<file path="config.mk">
export PLATFORM = sky130hd
export DESIGN_NAME = uart_optical
export DESIGN_NICKNAME = d
export VERILOG_FILES = /design/src/logic/uart_optical_pkg.sv /design/src/logic/uart_optical.sv /design/src/logic/tx_skid_buffer.sv
export SDC_FILE = /design/constraint.sdc
export NUM_CORES = 1
export LEC_CHECK = 0
export BUFFER_PORTS_ARGS = -buffer_cell sky130_fd_sc_hd__buf_2
export CAP_MARGIN = 20
export CORE_ASPECT_RATIO = 1.1
export CORE_MARGIN = 2
export CORE_UTILIZATION = 35
export CTS_CLUSTER_DIAMETER = 60
export DETAILED_ROUTE_END_ITERATION = 16
export PLACE_DENSITY = 0.62
export SETUP_SLACK_MARGIN = 0.4
export SLEW_MARGIN = 30
export SYNTH_ARGS = -nofsm -noshare
export SYNTH_HDL_FRONTEND = slang
export SYNTH_SLANG_ARGS = --single-unit
</file>
<file path="constraint.sdc">
create_clock -name clk_i -period 9.2 [get_ports clk_i]
set_input_delay 0.46 -clock clk_i [delete_from_list [all_inputs] [get_ports clk_i]]
set_output_delay 0.46 -clock clk_i [all_outputs]
set_load 0.01 [all_outputs]
</file>
<file path="src/logic/uart_optical_pkg.sv">
// Shared constants, types and encodings for the serial port with optical output
package uart_optical_pkg;

   // Bit timing in sampling ticks
   localparam int unsigned TICKS_PER_BIT   = 16;
   localparam logic [3:0]  TICK_LAST       = 4'hf;
   localparam logic [2:0]  START_LOW_LAST  = 3'h7;  // Eighth low sample accepts the start bit
   localparam logic [3:0]  DATA_LAST_IDX   = 4'h7;
   localparam logic [3:0]  PARITY_IDX      = 4'h8;
   localparam logic [3:0]  TX_BITS_PAR     = 4'hb;  // Start, 8 data, parity, stop
   localparam logic [3:0]  TX_BITS_NOPAR   = 4'ha;

   // Parity settings
   localparam logic [2:0]  PAR_EVEN  = 3'h0;
   localparam logic [2:0]  PAR_ODD   = 3'h1;
   localparam logic [2:0]  PAR_SPACE = 3'h2;
   localparam logic [2:0]  PAR_MARK  = 3'h3;
   localparam logic [2:0]  PAR_NONE  = 3'h4;

   // Channel test settings
   localparam logic [1:0]  CH_NORMAL = 2'h0;
   localparam logic [1:0]  CH_ECHO   = 2'h1;
   localparam logic [1:0]  CH_LOCAL  = 2'h2;
   localparam logic [1:0]  CH_REMOTE = 2'h3;

   // Carrier timing: period is 8 * (divider + 8) clock edges of the PLL
   localparam logic [8:0]  CARRIER_DIV_OFFSET = 9'h008;
   localparam int unsigned CARRIER_DUTY_STEPS = 8;

   // Reset values
   localparam logic        LINE_IDLE     = 1'b1;
   localparam logic [7:0]  DATA_RESET    = 8'h00;
   localparam logic [2:0]  SYNC_RESET    = 3'h7;

   // Transmit buffer in front of the holding register
   localparam int unsigned TX_BUF_WIDTH = 8;
   localparam int unsigned TX_BUF_DEPTH = 2;

   typedef enum logic [1:0] {RX_OFF, RX_HUNT, RX_START, RX_DATA} rx_state_e;
   typedef enum logic       {TX_IDLE, TX_SHIFT} tx_state_e;

   typedef struct packed {
      logic [2:0] parity_select;
      logic [1:0] channel_test_select;
      logic       filter_enable;
      logic       optical_link_enable;
      logic       modulated_output_invert;
      logic [2:0] carrier_duty_select;
      logic [4:0] carrier_divider;
   } config_s;

   typedef struct packed {
      logic receiver_enable_cmd;
      logic receiver_disable_cmd;
      logic receiver_reset_cmd;
      logic transmitter_enable_cmd;
      logic transmitter_disable_cmd;
      logic transmitter_reset_cmd;
      logic clear_error_flags_cmd;
   } command_s;

   typedef struct packed {
      logic receive_ready_flag;
      logic transmit_ready_flag;
      logic transmitter_empty_flag;
      logic overrun_flag;
      logic parity_error_flag;
      logic framing_error_flag;
   } flag_s;

endpackage

</file>
<file path="src/logic/uart_optical.sv">
// Asynchronous serial port with mid-bit receiver, double-buffered transmitter and optical carrier
`timescale 1ns/1ps
module uart_optical
   import uart_optical_pkg::*;
(
   // Clock and reset
   input  wire logic        clk_i,
   input  wire logic        srst_i,
   // Configuration and commands
   input  wire logic [15:0] baud_divisor_i,
   input  wire config_s     config_i,
   input  wire command_s    command_i,
   // Transmit data
   input  wire logic        tx_valid_i,
   output logic             tx_ready_o,
   input  wire logic [7:0]  tx_data_i,
   // Receive data
   output logic [7:0]       receive_holding_o,
   input  wire logic        rx_read_i,
   // Status and DMA requests
   output flag_s            flags_o,
   output logic             dma_rx_req_o,
   output logic             dma_tx_req_o,
   // Pins
   input  wire logic        serial_in_pin_i,
   input  wire logic        main_pll_clock_i,
   output logic             serial_out_pin_o
);

   // Parity bit for a character under a given setting
   function automatic logic parity_of(input logic [7:0] d, input logic [2:0] sel);
      logic p;
      p = 1'b0;
      case (sel)
         PAR_EVEN:  p = ^d;
         PAR_ODD:   p = ~(^d);
         PAR_SPACE: p = 1'b0;
         PAR_MARK:  p = 1'b1;
         default:   p = 1'b0;
      endcase
      return p;
   endfunction

   logic [15:0] baud_cnt_q;
   logic        tick;
   logic [2:0]  pin_sync_q;
   logic        pin_q;
   logic [2:0]  pll_sync_q;
   logic        pll_q;
   logic        pll_prev_q;
   logic        remote_mode;
   logic        rx_src;
   logic [2:0]  filt_q;
   logic        rx_line;
   rx_state_e   rx_st_q;
   logic        rx_stop_q;
   logic [2:0]  low_cnt_q;
   logic [3:0]  rx_tick_q;
   logic [3:0]  rx_idx_q;
   logic [7:0]  rx_shift_q;
   logic        rx_par_q;
   logic        rx_done;
   logic        rx_last;
   logic [7:0]  hold_q;
   logic        rdy_q;
   logic        ovr_q;
   logic        parity_error_flag_q;
   logic        frame_q;
   logic        clr_q;
   logic        tx_en_q;
   logic        tx_stop_q;
   logic [7:0]  thr_q;
   logic        thr_full_q;
   logic        buf_valid;
   logic        buf_ready;
   logic [7:0]  buf_data;
   tx_state_e   tx_st_q;
   logic [10:0] tx_shift_q;
   logic [3:0]  tx_left_q;
   logic [3:0]  tx_tick_q;
   logic        tx_line;
   logic        tx_load;
   logic [8:0]  car_period;
   logic [8:0]  car_high;
   logic [8:0]  car_cnt_q;
   logic        chan_out;
   logic        line_q;

   // baud divisor
   // Sampling tick every divisor clocks; a zero divisor halts the receiver and transmitter
   assign tick = (baud_divisor_i != 16'h0000) && (baud_cnt_q >= baud_divisor_i - 16'h0001);

   always_ff @(posedge clk_i) begin
      if (srst_i || tick || baud_divisor_i == 16'h0000) begin
         baud_cnt_q <= 16'h0000;
      end else begin
         baud_cnt_q <= baud_cnt_q + 16'h0001;
      end
   end

   // Pin synchronisers; a level counts once the second and third stages agree
   always_ff @(posedge clk_i) begin
      if (srst_i) begin
         pin_sync_q <= SYNC_RESET;
         pin_q      <= LINE_IDLE;
         pll_sync_q <= 3'h0;
         pll_q      <= 1'b0;
         pll_prev_q <= 1'b0;
      end else begin
         pin_sync_q <= {pin_sync_q[1:0], serial_in_pin_i};
         pll_sync_q <= {pll_sync_q[1:0], main_pll_clock_i};
         pll_prev_q <= pll_q;
         if (pin_sync_q[1] == pin_sync_q[2]) begin
            pin_q <= pin_sync_q[2];
         end
         if (pll_sync_q[1] == pll_sync_q[2]) begin
            pll_q <= pll_sync_q[2];
         end
      end
   end

   // local loopback source
   // Local loopback takes the transmitter line and ignores the pin
   assign remote_mode = (config_i.channel_test_select == CH_REMOTE);
   assign rx_src      = (config_i.channel_test_select == CH_LOCAL) ? tx_line : pin_q;

   // majority filter
   // Three tick samples, two-of-three vote; costs a little start-edge latency
   always_ff @(posedge clk_i) begin
      if (srst_i) begin
         filt_q <= SYNC_RESET;
      end else if (tick) begin
         filt_q <= {filt_q[1:0], rx_src};
      end
   end

   assign rx_line = config_i.filter_enable ?
                    ((filt_q[0] & filt_q[1]) | (filt_q[1] & filt_q[2]) | (filt_q[0] & filt_q[2])) :
                    rx_src;

   assign rx_last = (config_i.parity_select == PAR_NONE) ? (rx_idx_q == PARITY_IDX)
                                                         : (rx_idx_q == PARITY_IDX + 4'h1);
   assign rx_done = (rx_st_q == RX_DATA) && tick && !remote_mode && rx_tick_q == TICK_LAST && rx_last;

   // Receiver state machine
   always_ff @(posedge clk_i) begin
      if (srst_i) begin
         rx_st_q   <= RX_OFF;
         rx_stop_q <= 1'b0;
         low_cnt_q <= 3'h0;
         rx_tick_q <= 4'h0;
         rx_idx_q  <= 4'h0;
      end else if (command_i.receiver_reset_cmd) begin
         rx_st_q   <= RX_OFF;
         rx_stop_q <= 1'b0;
      end else begin
         case (rx_st_q)
            RX_OFF: begin
               if (command_i.receiver_enable_cmd && !command_i.receiver_disable_cmd) begin
                  rx_st_q <= RX_HUNT;
               end
            end
            RX_HUNT, RX_START: begin
               if (command_i.receiver_disable_cmd) begin
                  rx_st_q <= RX_OFF;
               end else if (tick && !remote_mode) begin
                  if (rx_line) begin
                     rx_st_q   <= RX_HUNT;
                     low_cnt_q <= 3'h0;
                  end else if (rx_st_q == RX_HUNT) begin
                     rx_st_q   <= RX_START;
                     low_cnt_q <= 3'h1;
                  end else if (low_cnt_q == START_LOW_LAST) begin
                     rx_st_q   <= RX_DATA;
                     rx_tick_q <= 4'h0;
                     rx_idx_q  <= 4'h0;
                  end else begin
                     low_cnt_q <= low_cnt_q + 3'h1;
                  end
               end
            end
            RX_DATA: begin
               // disable deferred until the stop bit
               if (command_i.receiver_disable_cmd) begin
                  rx_stop_q <= 1'b1;
               end
               // mid-bit sampling, 8 + 16 ticks to the first data bit
               if (tick && !remote_mode) begin
                  rx_tick_q <= rx_tick_q + 4'h1;
                  if (rx_tick_q == TICK_LAST) begin
                     rx_idx_q <= rx_idx_q + 4'h1;
                  end
               end
               if (rx_done) begin
                  rx_st_q   <= (rx_stop_q || command_i.receiver_disable_cmd) ? RX_OFF : RX_HUNT;
                  rx_stop_q <= 1'b0;
                  low_cnt_q <= 3'h0;
               end
            end
            default: rx_st_q <= RX_OFF;
         endcase
      end
   end

   // Receive data capture at each mid-bit sample
   always_ff @(posedge clk_i) begin
      if (srst_i) begin
         rx_shift_q <= DATA_RESET;
         rx_par_q   <= 1'b0;
      end else if (rx_st_q == RX_DATA && tick && !remote_mode && rx_tick_q == TICK_LAST) begin
         if (rx_idx_q <= DATA_LAST_IDX) begin
            rx_shift_q <= {rx_line, rx_shift_q[7:1]};
         end else if (rx_idx_q == PARITY_IDX && config_i.parity_select != PAR_NONE) begin
            rx_par_q <= rx_line;
         end
      end
   end

   // clear-error command acts one cycle after it is given
   always_ff @(posedge clk_i) begin
      if (srst_i) begin
         clr_q <= 1'b0;
      end else begin
         clr_q <= command_i.clear_error_flags_cmd;
      end
   end

   // Holding register and receive flags; a completing character wins over any clear
   always_ff @(posedge clk_i) begin
      if (srst_i) begin
         hold_q  <= DATA_RESET;
         rdy_q   <= 1'b0;
         ovr_q   <= 1'b0;
         parity_error_flag_q  <= 1'b0;
         frame_q <= 1'b0;
      end else begin
         if (rx_done) begin
            hold_q <= rx_shift_q;
            rdy_q  <= 1'b1;
         end else if (rx_read_i) begin
            rdy_q <= 1'b0;
         end
         // overrun when the previous character is still unread
         if (rx_done && rdy_q && !rx_read_i) begin
            ovr_q <= 1'b1;
         end else if (clr_q) begin
            ovr_q <= 1'b0;
         end
         if (rx_done && config_i.parity_select != PAR_NONE &&
             rx_par_q != parity_of(rx_shift_q, config_i.parity_select)) begin
            parity_error_flag_q <= 1'b1;
         end else if (clr_q) begin
            parity_error_flag_q <= 1'b0;
         end
         // framing check on the stop sample
         if (rx_done && !rx_line) begin
            frame_q <= 1'b1;
         end else if (clr_q) begin
            frame_q <= 1'b0;
         end
      end
   end

   // Writes queue here so a holding register that is busy never drops a word
   tx_skid_buffer #(
      .WIDTH (TX_BUF_WIDTH),
      .DEPTH (TX_BUF_DEPTH)
   ) u_tx_buf (
      .clk_i       (clk_i),
      .srst_i      (srst_i || command_i.transmitter_reset_cmd),
      .in_valid_i  (tx_valid_i),
      .in_ready_o  (tx_ready_o),
      .in_data_i   (tx_data_i),
      .out_valid_o (buf_valid),
      .out_ready_i (buf_ready),
      .out_data_o  (buf_data)
   );

   // holding register accepts only while enabled, empty and not draining
   assign buf_ready = tx_en_q && !tx_stop_q && !thr_full_q;
   assign tx_load   = thr_full_q && tx_st_q == TX_IDLE && !remote_mode;

   // Transmitter enable and deferred disable
   always_ff @(posedge clk_i) begin
      if (srst_i || command_i.transmitter_reset_cmd) begin
         tx_en_q   <= 1'b0;
         tx_stop_q <= 1'b0;
      end else if (command_i.transmitter_disable_cmd || tx_stop_q) begin
         // disable waits for shift and holding registers to drain
         if (tx_st_q == TX_IDLE && !thr_full_q) begin
            tx_en_q   <= 1'b0;
            tx_stop_q <= 1'b0;
         end else begin
            tx_stop_q <= 1'b1;
         end
      end else if (command_i.transmitter_enable_cmd) begin
         tx_en_q <= 1'b1;
      end
   end

   // Transmit holding register
   always_ff @(posedge clk_i) begin
      if (srst_i || command_i.transmitter_reset_cmd) begin
         thr_q      <= DATA_RESET;
         thr_full_q <= 1'b0;
      end else if (buf_valid && buf_ready) begin
         thr_q      <= buf_data;
         thr_full_q <= 1'b1;
      end else if (tx_load) begin
         thr_full_q <= 1'b0;
      end
   end

   // Transmit shifter, sixteen ticks per bit
   always_ff @(posedge clk_i) begin
      if (srst_i || command_i.transmitter_reset_cmd) begin
         tx_st_q    <= TX_IDLE;
         tx_shift_q <= '1;
         tx_left_q  <= 4'h0;
         tx_tick_q  <= 4'h0;
      end else begin
         case (tx_st_q)
            TX_IDLE: begin
               if (tx_load) begin
                  // frame layout, stop above parity above data above start
                  tx_st_q    <= TX_SHIFT;
                  tx_shift_q <= {1'b1, parity_of(thr_q, config_i.parity_select), thr_q, 1'b0};
                  tx_left_q  <= (config_i.parity_select == PAR_NONE) ? TX_BITS_NOPAR : TX_BITS_PAR;
                  tx_tick_q  <= 4'h0;
                  if (config_i.parity_select == PAR_NONE) begin
                     tx_shift_q[9] <= 1'b1;
                  end
               end
            end
            TX_SHIFT: begin
               if (tick && !remote_mode) begin
                  tx_tick_q <= tx_tick_q + 4'h1;
                  if (tx_tick_q == TICK_LAST) begin
                     tx_shift_q <= {1'b1, tx_shift_q[10:1]};
                     tx_left_q  <= tx_left_q - 4'h1;
                     if (tx_left_q == 4'h1) begin
                        tx_st_q <= TX_IDLE;
                     end
                  end
               end
            end
            default: tx_st_q <= TX_IDLE;
         endcase
      end
   end

   assign tx_line = (tx_st_q == TX_SHIFT) ? tx_shift_q[0] : LINE_IDLE;

   // carrier period and high time from the divider
   // duty select removes one sixteenth of the period per step
   assign car_period = ({4'h0, config_i.carrier_divider} + CARRIER_DIV_OFFSET) << 3;
   assign car_high   = 9'((18'({4'h0, config_i.carrier_divider} + CARRIER_DIV_OFFSET) *
                           18'(CARRIER_DUTY_STEPS - 32'(config_i.carrier_duty_select))) >> 1);

   // Carrier phase counter advanced on each PLL rising edge seen in this domain
   always_ff @(posedge clk_i) begin
      if (srst_i) begin
         car_cnt_q <= 9'h000;
      end else if (pll_q && !pll_prev_q) begin
         car_cnt_q <= (car_cnt_q >= car_period - 9'h001) ? 9'h000 : car_cnt_q + 9'h001;
      end
   end

   // echo and remote loopback forward the input pin
   // local loopback holds the pin high, or low when the optical output is inverted
   always_comb begin
      case (config_i.channel_test_select)
         CH_NORMAL: chan_out = tx_line;
         CH_ECHO:   chan_out = pin_q;
         CH_LOCAL:  chan_out = LINE_IDLE;
         CH_REMOTE: chan_out = pin_q;
         default:   chan_out = LINE_IDLE;
      endcase
   end

   // zero carries the carrier, one stays high, invert flips the result
   always_ff @(posedge clk_i) begin
      if (srst_i) begin
         line_q <= LINE_IDLE;
      end else if (config_i.optical_link_enable) begin
         line_q <= (chan_out | (car_cnt_q < car_high)) ^ config_i.modulated_output_invert;
      end else begin
         line_q <= chan_out;
      end
   end

   assign serial_out_pin_o = line_q;
   assign receive_holding_o = hold_q;

   // empty only once both registers are drained
   assign flags_o.receive_ready_flag     = rdy_q;
   assign flags_o.transmit_ready_flag    = tx_en_q && !thr_full_q;
   assign flags_o.transmitter_empty_flag = tx_en_q && !thr_full_q && tx_st_q == TX_IDLE;
   assign flags_o.overrun_flag           = ovr_q;
   assign flags_o.parity_error_flag      = parity_error_flag_q;
   assign flags_o.framing_error_flag     = frame_q;

   // DMA requests follow the ready flags
   assign dma_rx_req_o = rdy_q;
   assign dma_tx_req_o = tx_en_q && !thr_full_q;

endmodule

</file>
<file path="src/logic/tx_skid_buffer.sv">
// Two-entry valid/ready buffer in the transmit data path
`timescale 1ns/1ps
module tx_skid_buffer #(
   parameter int unsigned WIDTH = 8,
   parameter int unsigned DEPTH = 2
) (
   // Clock and reset
   input  wire logic             clk_i,
   input  wire logic             srst_i,
   // Filling side
   input  wire logic             in_valid_i,
   output logic                  in_ready_o,
   input  wire logic [WIDTH-1:0] in_data_i,
   // Draining side
   output logic                  out_valid_o,
   input  wire logic             out_ready_i,
   output logic      [WIDTH-1:0] out_data_o
);
   localparam int unsigned PW = $clog2(DEPTH);

   logic [WIDTH-1:0] mem_q [DEPTH];
   logic [PW-1:0]    wr_q;
   logic [PW-1:0]    rd_q;
   logic [PW:0]      cnt_q;
   logic             push;
   logic             pop;

   // Full and empty come straight from the count
   assign in_ready_o  = (cnt_q != (PW+1)'(DEPTH));
   assign out_valid_o = (cnt_q != '0);
   assign push        = in_valid_i & in_ready_o;
   assign pop         = out_valid_o & out_ready_i;
   assign out_data_o  = mem_q[rd_q];

   // Storage
   always_ff @(posedge clk_i) begin
      if (push) begin
         mem_q[wr_q] <= in_data_i;
      end
   end

   // Pointers and fill count
   always_ff @(posedge clk_i) begin
      if (srst_i) begin
         wr_q  <= '0;
         rd_q  <= '0;
         cnt_q <= '0;
      end else begin
         if (push) begin
            wr_q <= (wr_q == PW'(DEPTH-1)) ? '0 : wr_q + 1'b1;
         end
         if (pop) begin
            rd_q <= (rd_q == PW'(DEPTH-1)) ? '0 : rd_q + 1'b1;
         end
         cnt_q <= cnt_q + (PW+1)'(push) - (PW+1)'(pop);
      end
   end
endmodule

</file>
[After elaboration in Yosys (flattened, before gate mapping)]
Memories as Yosys holds them, arrays and structs flattened. A register that Yosys moved wholly into a read port is not among the register bits.
Index checks and enable logic that the tools add are counted.
Word-level totals
  logic and storage cells: 239
  output and inout bits: 18
  memory bits (writable): 16
  bits in read-only memories: 0
  memories: 1
  register bits after elaboration: 101
  bits of input ports: 53
  latch bits: 0
Cells by class
  multipliers: 1
  equal/unequal tests: 36
  divide/modulo/power cells: 0
  muxes and demuxes: 72
  bitwise operators: 14
  shift operators: 0
  $add $sub $neg: 16
  reductions and logical operators: 63
  order comparisons: 4
Memory list
  u_tx_buf.mem_q: words 2, width 8, rd ports 1, clocked after Yosys merged registers in 1, wr ports 1, RTL line tx_skid_buffer.sv:21  | logic [WIDTH-1:0] mem_q [DEPTH];
Operator list (number)
  $mux W4: 13
  $mux W11: 3
  $pmux W4 S2: 4
  $mux W1: 31
  $logic_and A1 B1 Y1: 22
  $pmux W11 S2: 1
  $mux W3: 6
  $ne A2 B2 Y1 const B: 9
  $reduce_bool A2 Y1: 9
  $add A16 B1 Y16 const B: 1
  $eq A4 B4 Y1 const B: 4
  $ge A16 B16 Y1: 1
  $logic_not A16 Y1: 1
  $reduce_bool A16 Y1: 1
  $reduce_xor A8 Y1: 2
  $sub A16 B1 Y16 const B: 1
  $mux W2: 7
  $add A4 B1 Y4 const B: 3
  $add A5 B4 Y6 const B: 2
  $mul A7 B5 Y10: 1
  $ne A2 B1 Y1 const B: 5
  $add A9 B1 Y9 const B: 1
  $ge A9 B9 Y1: 1
  $lt A9 B9 Y1: 1
  39 further kinds: 76

[Logic depth before layout (Yosys ltp)]
Gate-level depths: netlist of the first run.
  depth in word-level cells: 10
  depth in mapped cells: 21

[Modules after synthesis]
A second synthesis of the first run with hierarchy kept.
Unflattened totals
  cell total of the unflattened synthesis: 840
  area total of the unflattened synthesis: 7494.7 sq um
By module, submodules not included
  uart_optical: instances 1, sequential area each 2082.0 sq um, area each 6653.9 sq um, cells an instance 788
  tx_skid_buffer: instances 1, sequential area each 580.6 sq um, area each 840.8 sq um, cells an instance 52

[Least setup slack after synthesis of the first run]
No wires, ideal clock.
  kind: input port to flip-flop
  start: input config_i[5] in the netlist's numbering
  end: register line_q, in the netlist serial_out_pin_o
  data required time: 9.081 ns
  setup time: 0.119 ns
  path slack: 4.818 ns
  buffers on the path: 0
  stages on the path: 21
  data arrival time: 4.262 ns
  path through: inv_1 -> ha_1 -> xnor2_1 -> and2_1 -> ha_1 -> inv_1 -> fa_1 -> fa_1 -> inv_1 -> ha_1 -> a21o_1 -> a21oi_1 -> o21bai_1 -> a21oi_1 -> xor2_1 -> ha_1 -> o21ai_0 -> nand2b_1 -> a31oi_1 -> mux2i_1 -> o21bai_1
Between the ends
  word-level cells in the longest chain between the ends: 6
Ends and longest elaborated chain
  start: declaration: RTL line uart_optical.sv:11  | input wire config_s config_i,
  $sub A4 B3 Y5: RTL line uart_optical.sv:358  | 18'(CARRIER_DUTY_STEPS - 32'(config_i.carrier_duty_select))) >> 1);
  $mul A7 B5 Y10: RTL line uart_optical.sv:357  | assign car_high = 9'((18'({4'h0, config_i.carrier_divider} + CARRIER_DIV_OFFSET) *
  $lt A9 B9 Y1: RTL line uart_optical.sv:386  | line_q <= (chan_out | (car_cnt_q < car_high)) ^ config_i.modulated_output_invert;
  $or A1 B1 Y1: RTL line uart_optical.sv:386
  $xor A1 B1 Y1: RTL line uart_optical.sv:386
  $mux W1: RTL line uart_optical.sv:385  | end else if (config_i.optical_link_enable) begin
  end signal: assignment: RTL line uart_optical.sv:386
  end signal: assignment: RTL line uart_optical.sv:388  | line_q <= chan_out;
  end: declaration: RTL line uart_optical.sv:87  | logic line_q;
No other way between the ends.
A chain may end at the register's enable or synchronous reset.

[Final worst setup path of the first run]
Ends and elaborated chain as after synthesis.

==> summary.txt, run 1 <==
Worst Path Max Fanout -> 7
largest net degree at the start of global routing -> 54
routed via count -> 5,675
crit-path cells -> buf_2, inv_1, ha_1, xnor2_1, and2_1, ha_1, inv_1, fa_1, fa_1, inv_1, ha_1, a21o_1, a21oi_1, o21bai_1, a21oi_1, xor2_1, ha_1, o21ai_0, nand2b_1, a31oi_1, mux2i_1, o21bai_1
measured slew at the worst slew-check pin -> 0.8709 ns
ANT nets after route -> 0
vias per inst -> 4.926
post-synth net total -> 948
R2R depth -> 10
clk slew on worst S/H paths -> 0.07 ns
grt ovf -> 0
ant diodes -> 0
H-tree depth -> 4
max incr delay on CP -> 0.55 ns
CP required -> 9.51 ns
final setup violation count -> 0
drt wl/cell -> 12.81 um
Final Cycle Share -> 48.34%
synthesized area -> 7342 sq um
Placed Area -> 7895 sq um
CP endpoint kind -> register
DIE AREA -> 22,150 sq um
Area Overhead vs Synth -> 15.63%
Multi-input gate area -> 4370 sq um
Post-CTS Setup Bufs -> 0
Die H -> 155.9 um
Synth top area share -> 29.45%
layout cell share with drive strength beyond 1 -> 14.29%
Post-Syn Instances -> 817
Worst path slowest cell -> fa_1
Hold Buf Count CTS -> 0
fin area -> 8489 sq um
num rows -> 55
Final HPWL DP -> 10,890 um
Hold Vio Cnt, Final -> 0
R2R Path Start -> baud_cnt_q[0]
Clock Path Buffers -> 2
Layout Cells excl Fill -> 1,152
Netlist cell types -> 63
Post-synth ARST share -> 0%
Syn Area/Cell -> 8.987 sq um
Crit Path Class -> input pin to register
CP Data Arrival Time -> 4.75 ns
Tot GR Track Use -> 14.00%
Pre-antenna DRT Iters -> 4
Buffers & Inverters on Critical Path -> 4
largest delay contributor family on the critical path -> adder cells
gpl congestion -> 0.7677
unrepaired setup endpoints after global routing -> no
final-layout fill cell count -> 2,018
Synth top cells by count -> dfxtp_1, nand2_1, nor2_1
most numerous cell in the Yosys netlist -> dfxtp_1
synth top area cells -> dfxtp_1, ha_1, edfxtp_1
class of the worst hold path -> input pin to register
CP most frequent cell -> ha_1
Worst R2R End -> tx_left_q[0]
# IOs -> 71
pwr/cell area -> 159.0 nW/um^2
fin crit period -> 4.447 ns
initial antenna violation count -> 0
cts repair resizes -> 0
die width -> 142.1 um
status -> finished, final reports clean
number of global-route vias before repair -> 5,462
beginning of the critical path -> config_i[5]
post-synthesis sequential area ratio -> 35.99%
CTS sink count -> 124
DP Cell Count -> 1,120
Sequential Area -> 2643 sq um
final WL -> 14,760 um
synthesized flop and latch total -> 124
Power Total -> 1.350 mW
FF-to-FF setup slack -> 5.97 ns
first-pass GRT wire length -> 25,210 um
CORE AREA -> 20,580 sq um
Peak VDD IR -> 0.0001309 V
Residual DRC -> 0
setup TNS -> 0 ns
Yosys top cell by area -> dfxtp_1
relative slew slack -> 41.86%
Yosys warning count -> 0
CTS tree -> done
Min-Delay Path Depth -> 1
root buf cell -> clkbuf_16
Hold Startpoint -> tx_data_i[6]
clk_skew -> 0.008326 ns
leakage power -> 3.517 nW
Worst Hold Path EP -> u_tx_buf.mem_q[1][6]
number of enable flip-flop cells after synthesis -> 16
CTS buffer count -> 17
f_max -> 224.8 MHz
Port Buffer Count -> 70
Final nets -> 1,014
Initial Utilization -> 35.68%
initial DRC count -> 207
ys flop type -> dfxtp_1
worst skew pair latency -> 0.42 ns
Max Slew Vio Count -> 0
crit path launch type -> input pin
Max-cap violations -> 0
-- cell families after synthesis --
logic type               synth area share (%)
AO/OA/AOI/OAI                           11.84
flip-flops                              35.99
buffers and inverters                   4.567
XOR/XNOR                                7.993
AND/OR/NAND/NOR                         19.89
multiplexers                            5.607
adder cells (fa/ha/maj)                 14.11
-- how the worst max path moves through the flow --
stage                        to  slack [ns]  depth (start not counted)
2_1_floorplan  serial_out_pin_o        4.82                         21
3_3_place_gp   serial_out_pin_o        4.48                         22
3_5_place_dp   serial_out_pin_o        4.33                         22
4_1_cts        serial_out_pin_o        4.77                         22
5_1_grt        serial_out_pin_o        4.33                         22
6_report       serial_out_pin_o        4.75                         22
-- registers in the layout, indices dropped and copies added, names as in the netlist, 2 cells and up --
signal / cells
baud_cnt_q: 16
u_tx_buf.mem_q: 16
tx_shift_q: 10
car_cnt_q: 9
receive_holding_o: 8
rx_shift_q: 8
thr_q: 8
rx_idx_q: 4
rx_tick_q: 4
tx_left_q: 4
tx_tick_q: 4
filt_q: 3
low_cnt_q: 3
pin_sync_q: 3
pll_sync_q: 3
rx_st_q: 2
u_tx_buf.cnt_q: 2
-- final cells by class --
class                   instances  area share [%]
well taps                     256           3.773
clock inverters                15           1.960
inverters                      49           2.167
repair buffers                 74           4.480
clock buffers                  17           5.011
flip-flops and latches        124           31.13
multi-input cells             617           51.48
-- cells in the final DEF, fill, tap and decap left out, drive strengths merged, types with 21 or more instances in the layout --
master  instances
inv            59
o21ai          24
ha             70
nor3           22
xnor2          40
nor2           84
mux2i          31
xor2           27
dfxtp         108
and2           21
buf            74
a21oi          44
nand2          84
-- power by group --
part           internal (mW)  switching, mW
Clock                  0.365          0.292
Sequential             0.556        0.00407
Combinational         0.0578         0.0749
-- per-stage QoR --
stage | hold slack, ns | setup WS, ns | utilization, %
detailed placement | 0.3976 | 4.332 | 38.37
CTS | 0.2030 | 4.773 | 41.25
global route | 0.1960 | 4.330 | 41.26
finish | 0.2202 | 4.753 | 41.26
floorplan | 0.3895 | 4.818 | -
global placement | 0.3999 | 4.480 | 38.35
-- metal layers --
| layer | track usage, % | wire length (um) | up-vias | part of all wire, % |
|---|---|---|---|---|
| met5 | 0 | 0 | - | 0 |
| met4 | 4.810 | 158 | 0 | 1.1 |
| met3 | 3.315 | 478 | 14 | 3.2 |
| met2 | 23.72 | 7178 | 74 | 49 |
| met1 | 17.44 | 6939 | 2624 | 47 |
| li1 | - | - | 2963 | - |
Power figures use the tool's default switching activity.
==> inputs of run 2 (changes only) <==
- PLACE_DENSITY: 0.62 -> 0.64
- clock period: 9.2 -> 4 ns (I/O delays scaled with it)
==> summary.txt, run 2 (synthesis results as in run 1) <==
measured slew at the worst slew-check pin -> 0.8449 ns
relative slew slack -> 43.46%
Tot GR Track Use -> 14.17%
unrepaired setup endpoints after global routing -> yes
f_max -> 275.9 MHz
Hold Vio Cnt, Final -> 0
number of global-route vias before repair -> 5,571
Max Slew Vio Count -> 0
Placed Area -> 8104 sq um
Worst Path Max Fanout -> 5
CP most frequent cell -> ha_4
Initial Utilization -> 35.68%
leakage power -> 3.678 nW
num rows -> 55
Residual DRC -> 0
Buffers & Inverters on Critical Path -> 4
Max-cap violations -> 0
Net Sw Frac -> 26.00%
Layout Cells excl Fill -> 1,186
drt wl/cell -> 12.61 um
largest delay contributor family on the critical path -> adder cells
CTS buffer count -> 17
max incr delay on CP -> 0.51 ns
Top Registers -> baud_cnt_q (16), u_tx_buf.mem_q (16), tx_shift_q (10)
crit path launch type -> input pin
H-tree depth -> 4
Worst path slowest cell -> fa_1
worst skew pair latency -> 0.42 ns
first-pass GRT wire length -> 25,830 um
Final Cycle Share -> 90.61%
fin area -> 8934 sq um
status -> finished, final reports clean
# IOs -> 71
ant diodes -> 0
root buf cell -> clkbuf_16
Final nets -> 1,048
CTS sink count -> 124
DIE AREA -> 22,150 sq um
commonest cells after routing, fill and taps aside -> dfxtp_1, nand2_1, nor2_1, buf_2, ha_1
Clock Path Buffers -> 2
Area Overhead vs Synth -> 21.68%
initial antenna violation count -> 0
DP Cell Count -> 1,140
pwr/cell area -> 353.2 nW/um^2
Peak VDD IR -> 0.0002836 V
CTS tree -> done
gpl congestion -> 0.7810
clk_skew -> 0.01209 ns
initial DRC count -> 227
routed via count -> 5,794
CP required -> 4.29 ns
final setup violation count -> 0
class of the worst hold path -> input pin to register
Crit Path Class -> input pin to register
Pre-antenna DRT Iters -> 4
most common cell after layout, fill and taps aside -> dfxtp_1
CP endpoint kind -> register
P_sw -> 820.5 uW
power share of the clock group -> 47.4%
FF-to-FF setup slack -> 1.15 ns
vias per inst -> 4.885
ANT nets after route -> 0
Die H -> 155.9 um
P_int -> 2.335 mW
Port Buffer Count -> 70
die width -> 142.1 um
Logic pwr share -> 11.8%
CP Data Arrival Time -> 3.92 ns
Power Total -> 3.156 mW
final hold slack -> 0.03859 ns
crit-path cells -> buf_12, inv_12, ha_4, xnor2_4, and2_4, ha_4, inv_2, fa_1, fa_1, inv_2, ha_4, a21o_1, a21oi_2, o21bai_1, a21oi_1, xor2_1, ha_1, o21ai_1, nand2b_1, a31oi_2, mux2i_1, o21bai_1
layout cell share with drive strength beyond 1 -> 18.82%
CORE AREA -> 20,580 sq um
final WL -> 14,960 um
sequential group share of total power -> 40.8%
clk slew on worst S/H paths -> 0.06 ns
fin crit period -> 3.624 ns
grt ovf -> 0
Final HPWL DP -> 10,930 um
largest net degree at the start of global routing -> 49
final-layout fill cell count -> 1,972
[run 2: routing by layer]
layer,part of all wire [%],vias to the layer above,GRT usage (%)
met5,0,-,0
met4,1.2,0,4.571
met3,2.8,12,2.947
met2,48,72,24.18
met1,48,2678,17.86
li1,-,3032,-
[run 2: power groups by stage]
| stage | registers (mW) | logic [mW] | clock network, mW |
|---|---|---|---|
| finish | 1.29 | 0.371 | 1.50 |
| global route | 1.29 | 0.425 | 1.59 |
| CTS | 1.29 | 0.369 | 1.53 |
| detailed placement | 1.32 | 0.346 | 0 |
| global placement | 1.32 | 0.342 | 0 |
| floorplan | 1.31 | 0.234 | 0 |
[run 2: path summary, 6_finish.rpt]
check,start,end,cells past startpoint
min,command_i[4],rx_stop_q,2
max reg2reg,baud_cnt_q[0],tx_shift_q[6],12
max,config_i[6],serial_out_pin_o,22
min reg2reg,pin_sync_q[0],pin_sync_q[1],1
[run 2: timing repair]
action | 4_1_cts | 5_1_grt
setup buffers | 2 | 1
pin swaps | 13 | 18
hold buffers | 11 | 0
resized for setup | 19 | 8
endpoints found under the hold margin | 19 | 0
endpoints found under the setup margin | 1 | 25
gates cloned | 0 | 0
[run 2: final cells by class]
cell class                 count  area [sq um]  share of cell area (%)
tap                          256         320.3                   3.585
inverter                      49         203.9                   2.283
multi-input combinational    617          4494                   50.31
clock buffer                  17         425.4                   4.762
clock inverter                15         155.1                   1.737
sequential                   124          2643                   29.58
timing repair buffer         108         691.9                   7.745
[run 2: metrics by stage]
stage / setup slack [ns] / util, % / TNS, ns
after floorplan: 0.2678 / - / 0
after global placement: -0.09131 / 39.39 / -0.09131
after detailed placement: -0.1782 / 39.39 / -0.1782
after CTS: 0.3470 / 43.18 / 0
after global routing: 0.1828 / 43.42 / 0
final: 0.3756 / 43.42 / 0
==> inputs of run 3 (changes only) <==
- ABC_AREA: not set -> 1
==> summary.txt, run 3 <==
setup TNS -> 0 ns
measured slew at the worst slew-check pin -> 0.6881 ns
drt wl/cell -> 11.33 um
most common cell after layout, fill and taps aside -> nand2_1
CP endpoint kind -> register
synthesized area -> 7398 sq um
most numerous cell in the Yosys netlist -> nand2_1
Final HPWL DP -> 11,660 um
class of the worst hold path -> input pin to register
largest net degree at the start of global routing -> 29
# IOs -> 71
CORE AREA -> 20,640 sq um
Worst R2R End -> tx_shift_q[6]
ant diodes -> 0
die width -> 142.6 um
DP Cell Count -> 1,294
CP Data Arrival Time -> 4.09 ns
Multi-input gate area -> 4294 sq um
final-layout fill cell count -> 2,071
Post-Syn Instances -> 964
Clock Path Buffers -> 2
layout cell share with drive strength beyond 1 -> 17.60%
Yosys top cell by area -> dfxtp_1
Die H -> 156.5 um
CP required -> 4.28 ns
Max Slew Vio Count -> 0
clk slew on worst S/H paths -> 0.06 ns
R2R Path Start -> baud_cnt_q[5]
Worst Hold Path EP -> serial_out_pin_o
Pre-antenna DRT Iters -> 7
CTS sink count -> 124
post-synthesis sequential area ratio -> 35.72%
initial antenna violation count -> 0
fin crit period -> 3.807 ns
R2R depth -> 14
post-synth net total -> 1,095
root buf cell -> clkbuf_16
Top Registers -> baud_cnt_q (16), u_tx_buf.mem_q (16), tx_shift_q (10)
Hold Vio Cnt, Final -> 0
setup ws final -> 0.1926 ns
initial DRC count -> 259
Final nets -> 1,203
Layout Cells excl Fill -> 1,341
ANT nets after route -> 0
Synth top area share -> 29.22%
final setup violation count -> 0
Crit Path Class -> input pin to register
FF-to-FF setup slack -> 1.67 ns
Worst Path Max Fanout -> 5
Final Cycle Share -> 95.19%
Post-synth ARST share -> 0%
CTS buffer count -> 17
first-pass GRT wire length -> 26,360 um
synthesized flop and latch total -> 124
clk_skew -> 0.006635 ns
H-tree depth -> 4
crit path launch type -> input pin
relative slew slack -> 54.06%
number of global-route vias before repair -> 5,997
status -> finished, final reports clean
pre-CTS setup slack -> -0.4364 ns
Initial Utilization -> 35.84%
Netlist cell types -> 48
unrepaired setup endpoints after global routing -> yes
Area Overhead vs Synth -> 21.92%
number of enable flip-flop cells after synthesis -> 16
Hold Startpoint -> config_i[9]
num rows -> 55
final WL -> 15,190 um
grt ovf -> 0
synth top area cells -> dfxtp_1, ha_1, nand2_1
Synth top cells by count -> nand2_1, nor2_1, dfxtp_1
commonest cells after routing, fill and taps aside -> nand2_1, nor2_1, dfxtp_1, inv_1, buf_2
Peak VDD IR -> 0.0003576 V
pwr/cell area -> 368.2 nW/um^2
f_max -> 262.6 MHz
Yosys warning count -> 0
routed via count -> 6,216
DIE AREA -> 22,320 sq um
Tot GR Track Use -> 14.47%
CTS tree -> done
leakage power -> 4.000 nW
Syn Area/Cell -> 7.675 sq um
Port Buffer Count -> 70
Residual DRC -> 0
Min-Delay Path Depth -> 2
worst skew pair latency -> 0.41 ns
gpl congestion -> 0.8293
Max-cap violations -> 0
Power Total -> 3.321 mW
ys flop type -> dfxtp_1
vias per inst -> 4.635
Sequential Area -> 2643 sq um
## run 3: cell count changes after synthesis, moves of 13 or more
cell | before | now
nor2_1 | 83 | 143
nand2_1 | 84 | 173
o21ai_0 | 22 | 47
nand2b_1 | 14 | 0
nand3_1 | 20 | 44
a21oi_1 | 44 | 68
inv_1 | 49 | 107
mux2i_1 | 31 | 0
and2_1 | 21 | 1
a211oi_1 | 15 | 2
xnor2_1 | 40 | 22
## run 3: logic make-up after synthesis
kind of cell    after synthesis  share of synthesized area, %
simple gates                429                         25.93
compound gates              146                         10.94
buf+inv                     138                         7.610
flops                       124                         35.72
fa+ha+maj                    78                         14.00
xor+xnor                     49                         5.801
## run 3: worst max-delay path, cell delays in order
cell       delay [ns]
buf_6            0.11
inv_12           0.05
ha_4             0.14
xor2_4           0.21
nor2_2           0.05
ha_1             0.26
inv_1            0.04
fa_1             0.45
fa_1             0.51
inv_2            0.05
ha_4             0.21
a21oi_2          0.13
nand2_2          0.07
a21oi_2          0.15
o21ai_2          0.07
buf_4            0.13
buf_4            0.12
xnor2_1          0.12
ha_1             0.30
nand2_1          0.06
nor2_2           0.13
nand2_1          0.08
o2111ai_2        0.09
nand2_1          0.08
xor2_1           0.15
nand2_1          0.06
o211ai_1         0.07
## run 3: area by class of cell
class / instances / share of cell area [%]
Multi-Input combinational cell: 702 / 47.61
Sequential cell: 124 / 29.30
Timing Repair Buffer: 111 / 7.768
Inverter: 116 / 5.105
Clock buffer: 17 / 4.716
Tap cell: 256 / 3.551
Clock inverter: 15 / 1.956
## run 3: where the power goes
part           internal, mW  leakage (nW)  switching (mW)
sequential             1.28          1.02          0.0127
combinational         0.209          2.69           0.253
clock                 0.942         0.291           0.621
## run 3: worst max-delay path by stage
stage | endpoint | slack, ns | from | cells after the start
2_1_floorplan | serial_out_pin_o | -0.05 | config_i[6] | 26
3_3_place_gp | serial_out_pin_o | -0.38 | config_i[5] | 27
3_5_place_dp | serial_out_pin_o | -0.44 | config_i[5] | 27
4_1_cts | serial_out_pin_o | 0.10 | config_i[5] | 27
5_1_grt | serial_out_pin_o | -0.03 | config_i[5] | 27
6_report | serial_out_pin_o | 0.19 | config_i[5] | 27
## run 3: through the flow
step                utilization [%]  instance area [sq um]  hold slack (ns)
floorplan                         -                   7487           0.2735
global placement              39.84                   8225           0.3873
detailed placement            39.84                   8225           0.3907
CTS                           43.56                   8994         0.002334
global route                  43.69                   9020         0.009141
finish                        43.69                   9020          0.01642
## run 3: what timing repair did
action / CTS / global route
hold endpoints to repair: 20 / 0
setup endpoints to repair: 1 / 1
setup buffers: 3 / 0
resized for setup: 7 / 7
pin swaps: 15 / 6
hold buffers: 12 / 0
## run 3: metal layers
layer	GRT usage [%]	up-vias	wire, um
li1	-	3369	-
met1	16.91	2761	7078
met2	26.01	68	7461
met3	3.305	18	435
met4	4.856	0	211
met5	0	-	0
